<file path="src/speech_serial_pkg.sv">
package speech_serial_pkg;

  // Data path sizes
  localparam int BYTE_W     = 8;
  localparam int FIFO_DEPTH = 8;
  localparam int CNT_W      = 3;

  // Positions of the pin inputs inside the synchroniser vectors
  localparam int SYNC_W   = 4;
  localparam int SYNC_CSN = 0;
  localparam int SYNC_SCK = 1;
  localparam int SYNC_SI  = 2;
  localparam int SYNC_EPS = 3;

  // Reset values: chip select idles high, all else low; LAST_BIT is the final bit count, 7
  localparam logic [SYNC_W-1:0] SYNC_RST  = 4'h1;
  localparam logic [CNT_W-1:0]  CNT_ZERO  = 3'h0;
  localparam logic [CNT_W-1:0]  LAST_BIT  = 3'h7;
  localparam logic [BYTE_W-1:0] BYTE_ZERO = 8'h00;

endpackage

</file>
<file path="src/fifo_if.sv">
`timescale 1ns/10ps
interface fifo_if #(
  parameter int WIDTH = 8
);
  logic             pushValid;
  logic             pushReady;
  logic [WIDTH-1:0] pushData;
  logic             popValid;
  logic             popReady;
  logic [WIDTH-1:0] popData;
  logic             pending;

  // Producer and consumer side of the buffer
  modport fill (
    output pushValid,
    output pushData,
    input  pushReady,
    input  popValid,
    input  popData,
    output popReady,
    input  pending
  );

  modport store (
    input  pushValid,
    input  pushData,
    output pushReady,
    output popValid,
    output popData,
    input  popReady,
    output pending
  );
endinterface

</file>
<file path="src/byte_fifo.sv">
`timescale 1ns/10ps
module byte_fifo #(
  parameter int WIDTH = 8,
  parameter int DEPTH = 8
) (
  input  wire logic ref_clk,
  input  wire logic reset_n,
  fifo_if.store     port
);
  localparam int AW = $clog2(DEPTH);
  localparam logic [AW:0] FULL_COUNT = (AW+1)'(DEPTH);

  typedef struct packed {
    logic [DEPTH-1:0][WIDTH-1:0] mem;
    logic [AW-1:0]               wrPtr;
    logic [AW-1:0]               rdPtr;
    logic [AW:0]                 count;
    logic                        outValid;
    logic [WIDTH-1:0]            outData;
  } fifo_state_t;

  fifo_state_t st;
  fifo_state_t nx;
  logic        doPush;
  logic        doTake;

  // Status toward both sides, all from registers
  assign port.pushReady = (st.count != FULL_COUNT);
  assign port.popValid  = st.outValid;
  assign port.popData   = st.outData;
  assign port.pending   = st.outValid || (st.count != '0);

  // Storage, pointers and registered head word
  always_comb begin
    nx     = st;
    doPush = port.pushValid && port.pushReady;
    doTake = (!st.outValid || port.popReady) && (st.count != '0);
    if (port.popReady && st.outValid) begin
      nx.outValid = 1'b0;
    end
    if (doTake) begin
      nx.outData  = st.mem[st.rdPtr];
      nx.outValid = 1'b1;
      nx.rdPtr    = st.rdPtr + 1'b1;
    end
    if (doPush) begin
      nx.mem[st.wrPtr] = port.pushData;
      nx.wrPtr         = st.wrPtr + 1'b1;
    end
    nx.count = st.count + {{AW{1'b0}}, doPush} - {{AW{1'b0}}, doTake};
  end

  // State register
  always_ff @(posedge ref_clk or negedge reset_n) begin
    if (!reset_n) begin
      st <= '0;
    end else begin
      st <= nx;
    end
  end

  // Never more words than the storage holds
  chk_fifo_count_bound: assert property (
    @(posedge ref_clk) disable iff (!reset_n) st.count <= FULL_COUNT)
    else $error("fifo count above depth");

endmodule

</file>
<file path="src/speech_serial_port.sv">
// Notes on behaviour
// - Edge select low: sample input on rise
// - Edge select high: sample input on fall
// - Edge select low: launch output on fall
// - Edge select high: launch output on rise
// - Transfers happen only while chip select low
// - Chip select high releases serial output
// - Reset holds output released, inputs initial
// - Busy low while a command is pending
// - Reset returns everything to initial state
`timescale 1ns/10ps
module speech_serial_port (
  input  wire logic        ref_clk,
  input  wire logic        reset_n,
  input  wire logic        chip_select_n,
  input  wire logic        serialClk,
  input  wire logic        serialIn,
  input  wire logic        edge_polarity_select,
  output logic             serialOut,
  output logic             serialOutEn,
  output logic             command_busy_n,
  output logic             cmdValid,
  output logic [7:0]       cmdByte,
  input  wire logic        cmdReady
);

  typedef struct packed {
    logic [speech_serial_pkg::SYNC_W-1:0] meta;
    logic [speech_serial_pkg::SYNC_W-1:0] sync;
    logic                                 sckPrev;
    logic [speech_serial_pkg::CNT_W-1:0]  bitCnt;
    logic [speech_serial_pkg::BYTE_W-1:0] rxShift;
    logic [speech_serial_pkg::BYTE_W-1:0] txShift;
    logic [speech_serial_pkg::BYTE_W-1:0] lastCmd;
    logic                                 pushValid;
    logic [speech_serial_pkg::BYTE_W-1:0] pushData;
    logic                                 outData;
    logic                                 outEn;
    logic                                 busyN;
    logic                                 cmdValid;
    logic [speech_serial_pkg::BYTE_W-1:0] cmdByte;
  } port_state_t;

  localparam port_state_t STATE_RST = '{
    meta:      speech_serial_pkg::SYNC_RST,
    sync:      speech_serial_pkg::SYNC_RST,
    sckPrev:   1'b0,
    bitCnt:    speech_serial_pkg::CNT_ZERO,
    rxShift:   speech_serial_pkg::BYTE_ZERO,
    txShift:   speech_serial_pkg::BYTE_ZERO,
    lastCmd:   speech_serial_pkg::BYTE_ZERO,
    pushValid: 1'b0,
    pushData:  speech_serial_pkg::BYTE_ZERO,
    outData:   1'b0,
    outEn:     1'b0,
    busyN:     1'b1,
    cmdValid:  1'b0,
    cmdByte:   speech_serial_pkg::BYTE_ZERO
  };

  port_state_t st;
  port_state_t nx;
  logic        csnS;
  logic        sckS;
  logic        siS;
  logic        epsS;
  logic        sckRise;
  logic        sckFall;
  logic        sampleEdge;
  logic        launchEdge;
  logic        csStart;

  fifo_if #(.WIDTH(speech_serial_pkg::BYTE_W)) fifoIf ();

  ////////////////////////////////////////////////////////////////////////////
  // Command buffer between serial receiver and consumer

  byte_fifo #(
    .WIDTH (speech_serial_pkg::BYTE_W),
    .DEPTH (speech_serial_pkg::FIFO_DEPTH)
  ) cmdFifo (
    .ref_clk (ref_clk),
    .reset_n (reset_n),
    .port    (fifoIf.store)
  );

  // Buffer connections
  assign fifoIf.pushValid = st.pushValid;
  assign fifoIf.pushData  = st.pushData;
  assign fifoIf.popReady  = !st.cmdValid || cmdReady;

  ////////////////////////////////////////////////////////////////////////////
  // Edge detection on the synchronised pins

  // Second stage only; the first stage feeds nothing else
  assign csnS    = st.sync[speech_serial_pkg::SYNC_CSN];
  assign sckS    = st.sync[speech_serial_pkg::SYNC_SCK];
  assign siS     = st.sync[speech_serial_pkg::SYNC_SI];
  assign epsS    = st.sync[speech_serial_pkg::SYNC_EPS];
  assign sckRise = sckS && !st.sckPrev;
  assign sckFall = !sckS && st.sckPrev;

  // Edge roles picked by the polarity pin, gated by chip select
  assign sampleEdge = !csnS && (epsS ? sckFall : sckRise);
  assign launchEdge = !csnS && (epsS ? sckRise : sckFall);
  assign csStart    = !csnS && !st.outEn;

  ////////////////////////////////////////////////////////////////////////////
  // Next state

  always_comb begin
    nx           = st;
    nx.meta      = {edge_polarity_select, serialIn, serialClk, chip_select_n};
    nx.sync      = st.meta;
    nx.sckPrev   = sckS;
    nx.pushValid = 1'b0;
    nx.outEn     = !csnS;
    // Deselect drops partial bits and parks the output
    if (csnS) begin
      nx.bitCnt  = speech_serial_pkg::CNT_ZERO;
      nx.outData = 1'b0;
    end else if (csStart) begin
      nx.outData = st.lastCmd[speech_serial_pkg::BYTE_W-1];
      nx.txShift = {st.lastCmd[speech_serial_pkg::BYTE_W-2:0], 1'b0};
    end else if (launchEdge) begin
      nx.outData = st.txShift[speech_serial_pkg::BYTE_W-1];
      nx.txShift = {st.txShift[speech_serial_pkg::BYTE_W-2:0], 1'b0};
    end
    // Shift in, MSB first; a full byte goes to the buffer
    if (sampleEdge) begin
      nx.rxShift = {st.rxShift[speech_serial_pkg::BYTE_W-2:0], siS};
      nx.bitCnt  = st.bitCnt + 1'b1;
      if (st.bitCnt == speech_serial_pkg::LAST_BIT) begin
        nx.pushValid = 1'b1;
        nx.pushData  = nx.rxShift;
        nx.lastCmd   = nx.rxShift;
        nx.txShift   = st.lastCmd;
      end
    end
    // Consumer handshake
    if (st.cmdValid && cmdReady) begin
      nx.cmdValid = 1'b0;
    end
    if (fifoIf.popValid && fifoIf.popReady) begin
      nx.cmdValid = 1'b1;
      nx.cmdByte  = fifoIf.popData;
    end
    // Busy while any byte is in flight or unconsumed
    nx.busyN = !(st.pushValid || fifoIf.pending || st.cmdValid);
  end

  // State register; reset loads only constants
  always_ff @(posedge ref_clk or negedge reset_n) begin
    if (!reset_n) begin
      st <= STATE_RST;
    end else begin
      st <= nx;
    end
  end

  // Outputs straight from flip-flops
  assign serialOut      = st.outData;
  assign serialOutEn    = st.outEn;
  assign command_busy_n = st.busyN;
  assign cmdValid       = st.cmdValid;
  assign cmdByte        = st.cmdByte;

  ////////////////////////////////////////////////////////////////////////////
  // Checks

  chk_rise_sample_count: assert property (
    @(posedge ref_clk) disable iff (!reset_n)
    (!epsS && sckRise && !csnS) |=> st.bitCnt == $past(st.bitCnt) + 1'b1)
    else $error("rising sample not counted");

  chk_fall_sample_bit: assert property (
    @(posedge ref_clk) disable iff (!reset_n)
    (epsS && sckFall && !csnS) |=> st.rxShift[0] == $past(siS))
    else $error("falling sample bit wrong");

  chk_fall_launch_bit: assert property (
    @(posedge ref_clk) disable iff (!reset_n)
    (!epsS && sckFall && !csnS && st.outEn)
    |=> serialOut == $past(st.txShift[7]))
    else $error("falling launch bit wrong");

  chk_rise_launch_bit: assert property (
    @(posedge ref_clk) disable iff (!reset_n)
    (epsS && sckRise && !csnS && st.outEn)
    |=> serialOut == $past(st.txShift[7]))
    else $error("rising launch bit wrong");

  chk_out_steady_between: assert property (
    @(posedge ref_clk) disable iff (!reset_n)
    (!csnS && st.outEn && !launchEdge) |=> $stable(serialOut))
    else $error("output moved off launch edge");

  chk_push_when_selected: assert property (
    @(posedge ref_clk) disable iff (!reset_n)
    $rose(st.pushValid) |-> $past(!csnS))
    else $error("byte taken while deselected");

  chk_out_release_desel: assert property (
    @(posedge ref_clk) disable iff (!reset_n)
    csnS |=> !serialOutEn)
    else $error("output driven while deselected");

  chk_reset_outputs: assert property (
    @(posedge ref_clk)
    !reset_n |-> (!serialOutEn && command_busy_n && !cmdValid))
    else $error("outputs not initial in reset");

  chk_busy_pending: assert property (
    @(posedge ref_clk) disable iff (!reset_n)
    (st.pushValid || fifoIf.pending || st.cmdValid) |=> !command_busy_n)
    else $error("busy not shown while pending");

  chk_desel_drops_bits: assert property (
    @(posedge ref_clk) disable iff (!reset_n)
    csnS |=> (st.bitCnt == speech_serial_pkg::CNT_ZERO && !st.pushValid))
    else $error("partial bits kept after deselect");

  chk_cmd_hold: assert property (
    @(posedge ref_clk) disable iff (!reset_n)
    (cmdValid && !cmdReady) |=> (cmdValid && $stable(cmdByte)))
    else $error("command dropped before taken");

  // Main scenarios
  cov_byte_received: cover property (
    @(posedge ref_clk) disable iff (!reset_n) st.pushValid);
  cov_fall_mode_byte: cover property (
    @(posedge ref_clk) disable iff (!reset_n) st.pushValid && epsS);
  cov_fifo_full: cover property (
    @(posedge ref_clk) disable iff (!reset_n) !fifoIf.pushReady);
  cov_busy_cleared: cover property (
    @(posedge ref_clk) disable iff (!reset_n) $rose(command_busy_n));

endmodule

</file>
<file path="config.mk">
export PLATFORM = sky130hd
export DESIGN_NAME = speech_serial_port
export DESIGN_NICKNAME = d
export VERILOG_FILES = /design/src/speech_serial_pkg.sv /design/src/fifo_if.sv /design/src/byte_fifo.sv /design/src/speech_serial_port.sv
export SDC_FILE = /design/constraint.sdc
export NUM_CORES = 1
export LEC_CHECK = 0
export ABC_AREA = 0
export BUFFER_PORTS_ARGS = -buffer_cell sky130_fd_sc_hd__buf_2
export CAP_MARGIN = 20
export CORE_UTILIZATION = 51
export DETAILED_ROUTE_END_ITERATION = 8
export GPL_TIMING_DRIVEN = 0
export HOLD_SLACK_MARGIN = 0.1
export MAX_ROUTING_LAYER = met4
export PLACE_DENSITY_LB_ADDON = 0.1
export SLEW_MARGIN = 20
export SYNTH_ARGS = -nofsm -noshare
export SYNTH_HDL_FRONTEND = slang
export SYNTH_HIERARCHICAL = 1
export SYNTH_SLANG_ARGS = --single-unit
export TNS_END_PERCENT = 50
</file>
<file path="constraint.sdc">
create_clock -name ref_clk -period 2.55 [get_ports ref_clk]
set_input_delay 0.1275 -clock ref_clk [delete_from_list [all_inputs] [get_ports ref_clk]]
set_output_delay 0.1275 -clock ref_clk [all_outputs]
set_load 0.01 [all_outputs]
</file>
==> results of run 1 <==
## path summary, 6_finish.rpt
kind	slack [ps]	cells past startpoint	end
min in group ref_clk	350	0	epsS
worst min register to register	350	0	epsS
worst max-delay path	140	11	cmdFifo/st[11]
worst min-delay path	160	2	cmdFifo/st[9]
max in group asynchronous	1640	3	fifoIf.pushData[5]
worst max register to register	140	11	cmdFifo/st[11]
## final cells by class
class                   count  area [µm²]  area share [%]
repair buffers             25         188            2.69
multi-input cells         262        2530            36.3
clock buffers              25         495            7.10
plain buffers              35         239            3.42
clock inverters             5        27.5           0.394
well taps                 143         179            2.56
inverters                   9        33.8           0.484
flip-flops and latches    131        3280            47.0
## through the flow
| stage | hold slack (ps) | setup WS, ps | cells |
|---|---|---|---|
| final | 156 | 138 | 635 |
| after global routing | 171 | 10.4 | 635 |
| after CTS | 147 | 42.3 | 635 |
| after detailed placement | 0.425 | -181 | 600 |
| after global placement | 235 | -337 | 599 |
| after floorplan | -168 | 257 | 438 |
## cells in the final DEF (no fill, tap or decap), drive strengths merged, types with 8 or more instances in the layout
cell	count
nand2	12
mux2	112
o21ai	16
buf	50
inv	9
a22o	11
o31ai	8
clkbuf	29
mux2i	23
dfrtp	128
o22ai	8
ha	10
## Yosys cell counts, types with 2 or more instances
library cell  instances
mux2i_1              23
inv_1                 9
mux2_4               16
o21ai_2               8
ha_1                 10
nand2b_1              6
o31ai_1               8
clkbuf_1              4
o22ai_1               8
a21oi_1               7
nor2b_1               7
a21o_1                3
dfstp_2               3
a22o_1               11
buf_1                 2
nand2_1              12
buf_4                16
nor2_1                7
nand4_2               4
xor2_1                3
xnor2_1               4
mux2_2               96
o21ai_0               8
dfrtp_1             128
nor3b_1               2
buf_6                 5
buf_2                 9
and4b_1               2
## metal layers
layer  track usage, %  part of all wire, %  wire [µm]  vias to the layer above
met5                -                    0          0                        -
met4             9.37                  2.2        250                        0
met3             4.43                  3.6        418                       19
met2             32.6                   47       5420                       57
met1             27.0                   47       5380                     1761
li1                 -                    -          -                     1654
## sequential cells by signal (all words and copies together) (netlist names)
signal	flops
cmdFifo/port.popData	8
cmdByte	8
csnS	1
serialOutEn	1
st	19
serialOut	1
fifoIf.pushData	8
cmdValid	1
nx	5
cmdFifo/st	74
epsS	1
siS	1
command_busy_n	1
cmdFifo/port.popValid	1
fifoIf.pushValid	1
## worst max-delay path, delay by kind of cell, from the launching register on
family                     cells  cell delay (ps)
adders and majority gates      4              950
and+or+nand+nor                2              480
DFF                            1              360
buffers and inverters          4              350
xor gates and xnor gates       1              140
## cell families after synthesis
group | after synthesis
AO/OA/AOI/OAI | 58
XOR/XNOR | 7
adder cells (fa/ha/maj) | 11
buffers and inverters | 45
flip-flops | 131
multiplexers | 135
AND/OR/NAND/NOR | 51
## power breakdown
group / total, mW / internal, mW / switching, mW / leakage [nW]
clock: 2.14 / 1.32 / 0.820 / 0.259
combinational: 1.41 / 0.710 / 0.705 / 1.43
sequential: 2.50 / 2.33 / 0.173 / 1.74
## what timing repair did
action,CTS,global route
hold endpoints to repair,135,0
resized for setup,1,4
hold buffers,6,0
pin swaps,0,1
endpoints found under the setup margin,3,3
==> out/qor.txt, run 1 <==
initial antenna violation count - 0
Final Instance Area - 0.00698 mm²
nets - 499
Max Freq - 0.415 GHz
Critical Path AT - 2710 ps
maxcap violations - 0
post-route ant nets - 0
Worst Setup Start Kind - flip-flop
total chip power - 6.06 mW
Compound-Gate Fraction of Synth Area - 7.02%
Area contributors post-synth - dfrtp_1, mux2_2, mux2_4, mux2i_1, ha_1
htree depth - 4
Mapped Cells - 438
initial drt markers - 135
Syn-to-layout area delta - 14.8%
worst endpoint required time - 2840 ps
vias in the first global route - 3574
post-CTS setup buffer count - 0
Pwr Density - 868 mW/mm²
Slowest cell on crit path - or3b_4
Slew HR - 57.4%
Final Slew Violations - 0
placed cell areas - 0.00639 mm²
Synth Warn # - 6
num rows - 39
Post-Synth Adder-Cell Area - 2.39%
Crit path largest cell delay - 380 ps
top_reg_cell synth - dfrtp_1
critical path's most frequent cell - inv_1
maximum vdd drop - 0.490 mV
kind of critical path - flip-flop to flip-flop
DRC viols - 1
Die X - 111 µm
Setup TNS - 0 ps
I/O Pins - 19
CTS sink count - 131
first-pass GRT wire length - 19000 µm
leakage power - 3.44 nW
Post-Synth Simple-Gate Area - 5.52%
CTS max path bufs - 2
Reg clk slew, reported paths - 50 ps
Yosys top cell by area - dfrtp_1
Via density - 5.50
Post-Syn Nets - 456
XOR/XNOR Fraction of Synth Area - 1.01%
#FFs+latches synth - 131
wire per inst - 18.1 µm
Hold Vio Cnt, Final - 0
synth unique cells - 45
Mean Syn Cell Area - 13.9 µm²
total length of routed wires - 11500 µm
Root Driver - clkbuf_16
Global Route Usage Sum - 21.1%
crit path launch - cmdFifo/st[11]
clk_lat worst skew - 420 ps
Antenna diodes - 0
top cell type's share of synthesized area - 52.7%
gpl congestion - 0.740
worst min path class - input pin to async pin
RSZ-0062 raised after global routing - false
largest net degree at the start of global routing - 103
Fillers - 921
Core Area - 0.0115 mm²
hpwl dp - 7430 µm
Final Critical Period - 2410 ps
final setup vio count - 0
Post-synth EDFFs - 0
fin util - 60.6%
Die Area - 0.0124 mm²
via count - 3491
crit-path cells - inv_1, ha_1, or3b_4, buf_6, nand2_2, ha_2, inv_1, ha_1, inv_1, fa_1, xnor2_1
violated checks - DRC
Setup Skew - 5.04 ps
# port buffers - 18
largest family of logic cells by synthesized area - multiplexers
drt first pass iters - 7
Critical Path End Type - flip-flop
mapped cell area - 0.00608 mm²
CTS tree - built
r2r startpoint - cmdFifo/st[11]
Die H - 111 µm
sequential fraction of the synthesis area - 54.0%
total gr overflow - 0
layout cell share with drive strength beyond 1 - 42.9%
initial core utilization - 52.8%
mux cell area share after synthesis - 25.5%
outcome - finished, violations left
CTS buffer count - 17
Tcrit/Tclk final - 94.6%
FFs w/ async S/R, synth - 100%
worst-path fanout max - 9
Worst Tran Pin Value - 636 ps
No activity file was read; power rests on OpenSTA's default activity.
==> run 2, diff against run 1 <==
--- a/config.mk
+++ b/config.mk
@@ -8,6 +8,8 @@
 export ABC_AREA = 0
 export BUFFER_PORTS_ARGS = -buffer_cell sky130_fd_sc_hd__buf_2
 export CAP_MARGIN = 20
+export CELL_PAD_IN_SITES_DETAIL_PLACEMENT = 1
+export CELL_PAD_IN_SITES_GLOBAL_PLACEMENT = 1
 export CORE_UTILIZATION = 51
 export DETAILED_ROUTE_END_ITERATION = 8
 export GPL_TIMING_DRIVEN = 0
==> run 2 against run 1 <==
Against the previous run:
- the flow still finishes with violations (DRC)
- clock power is 8% higher
- combinational power grew 9%
- worst hold slack improved by 46 ps
- maximum frequency is 0.75% lower
- largest cell class unchanged
- setup slack got worse by 18 ps
- first-iteration DRC count shrank 6.7%
- core utilization up 0.54 points
- non-clock buffer count unchanged
- die area is the same
- sequential power about the same
- critical endpoint is now cmdFifo/st[10]
- wire length increased by 14%
==> out/qor.txt, run 2 (same netlist as run 1, synthesis figures left out) <==
commonest non-fill, non-tap cell in the layout - dfrtp_1
number of cells on the critical path - 11
logic gate share of total power - 24.1%
Slew HR - 48.3%
clk_lat worst skew - 420 ps
critical path's most frequent cell - inv_1
Pwr Density - 903 mW/mm²
Slowest cell on crit path - fa_1
CTS tree - built
Critical Path AT - 2730 ps
Global Route Usage Sum - 24.7%
clock share of power - 36.4%
register with the most flip-flops - cmdFifo/st
top flop regs - cmdFifo/st: 74 flops, st: 19 flops
total gr overflow - 0
family with the most delay on the worst path - adder cells
Max Freq - 0.412 GHz
most crowded layer after global routing - met2
Crit path largest cell delay - 480 ps
Worst Setup Start Kind - flip-flop
grt met1 use - 28.3%
DRC viols - 4
Setup Skew - 6.19 ps
I/O Pins - 19
Final Critical Period - 2430 ps
worst endpoint required time - 2850 ps
internal power - 4.54 mW
worst min path class - input pin to async pin
layout cell share with drive strength beyond 1 - 43.6%
Bufs and invs on worst path - 5
CTS buffer count - 17
Die Area - 0.0124 mm²
wire per inst - 20.6 µm
Syn-to-layout area delta - 15.8%
initial antenna violation count - 0
maxcap violations - 0
Antenna diodes - 0
via count - 3615
htree depth - 4
Hold Vio Cnt, Final - 0
initial core utilization - 52.8%
CTS max path bufs - 2
crit-path cells - inv_2, ha_1, or3b_4, buf_6, nand2_4, ha_2, inv_1, ha_2, inv_1, fa_1, inv_1
largest net degree at the start of global routing - 85
gpl congestion - 0.734
maximum vdd drop - 0.452 mV
# port buffers - 18
total chip power - 6.36 mW
GRT met2 Usage - 42.0%
final setup vio count - 0
outcome - finished, violations left
initial drt markers - 126
num rows - 39
Via density - 5.68
Critical Path End Type - flip-flop
Core Area - 0.0115 mm²
R2R depth - 11
Tcrit/Tclk final - 95.3%
fin util - 61.1%
kind of critical path - flip-flop to flip-flop
nets - 499
hpwl dp - 8370 µm
leakage power - 3.46 nW
Worst Tran Pin Value - 772 ps
worst-path fanout max - 9
RSZ-0062 raised after global routing - false
first-pass GRT wire length - 22000 µm
violated checks - DRC
Die X - 111 µm
commonest non-fill, non-tap cells in the layout - dfrtp_1, mux2_2, buf_2
Die H - 111 µm
max reg flops - 74
CTS sink count - 131
Seq pwr share - 39.5%
Sw Share - 28.5%
Sw Pwr - 1.81 mW
post-route ant nets - 0
routing usage on met3 - 4.76%
drt first pass iters - 6
total length of routed wires - 13100 µm
Final Slew Violations - 0
Root Driver - clkbuf_16
Reg clk slew, reported paths - 50 ps
vias in the first global route - 3975
run 2: layer usage:
layer,part of all wire (%),vias to the layer above
met4,2.4,0
met2,52,51
met1,43,1899
met3,2.2,18
li1,-,1647
met5,0,-
run 2: cell type report:
type,count,area (µm²)
well taps,143,179
multi-input cells,262,2550
inverters,9,33.8
clock inverters,4,45.0
plain buffers,35,239
fillers,1103,4470
repair buffers,25,188
clock buffers,27,523
flip-flops and latches,131,3280
run 2: power by group through the flow:
stage	sequential, mW	combinational (mW)	clock, mW
2_1_floorplan	2.47	1.06	0
3_3_place_gp	2.52	1.42	0
3_5_place_dp	2.54	1.49	0
4_1_cts	2.51	1.54	2.37
5_1_grt	2.55	1.67	2.44
6_report	2.51	1.54	2.31
run 2: repair_timing:
item | 4_1_cts | 5_1_grt
endpoints found under the hold margin | 133 | 0
hold buffers | 6 | 0
endpoints found under the setup margin | 3 | 3
gates cloned | 0 | 0
setup buffers | 0 | 0
resized for setup | 4 | 6
run 2: through the flow:
stage / hold WS, ps / cell area [µm²] / setup TNS, ps / worst slack (ps) / std cells
after detailed placement: 50.4 / 6390 / -682 / -248 / 600
after global routing: 217 / 7040 / 0 / 3.39 / 636
final: 202 / 7040 / 0 / 120 / 636
after global placement: 235 / 6350 / -44340 / -355 / 599
after floorplan: -168 / 6080 / 0 / 257 / 438
after CTS: 205 / 7030 / 0 / 13.1 / 636
run 2: path summary, 6_finish.rpt:
| kind | startpoint | endpoint | slack (ps) |
|---|---|---|---|
| worst min register to register | nx[51] | siS | 350 |
| worst min-delay path | reset_n | cmdFifo/st[11] | 200 |
| worst max register to register | cmdFifo/st[11] | cmdFifo/st[10] | 120 |
| min in group ref_clk | nx[51] | siS | 350 |
| max in group asynchronous | reset_n | nx[49] | 1590 |
| worst max-delay path | cmdFifo/st[11] | cmdFifo/st[10] | 120 |
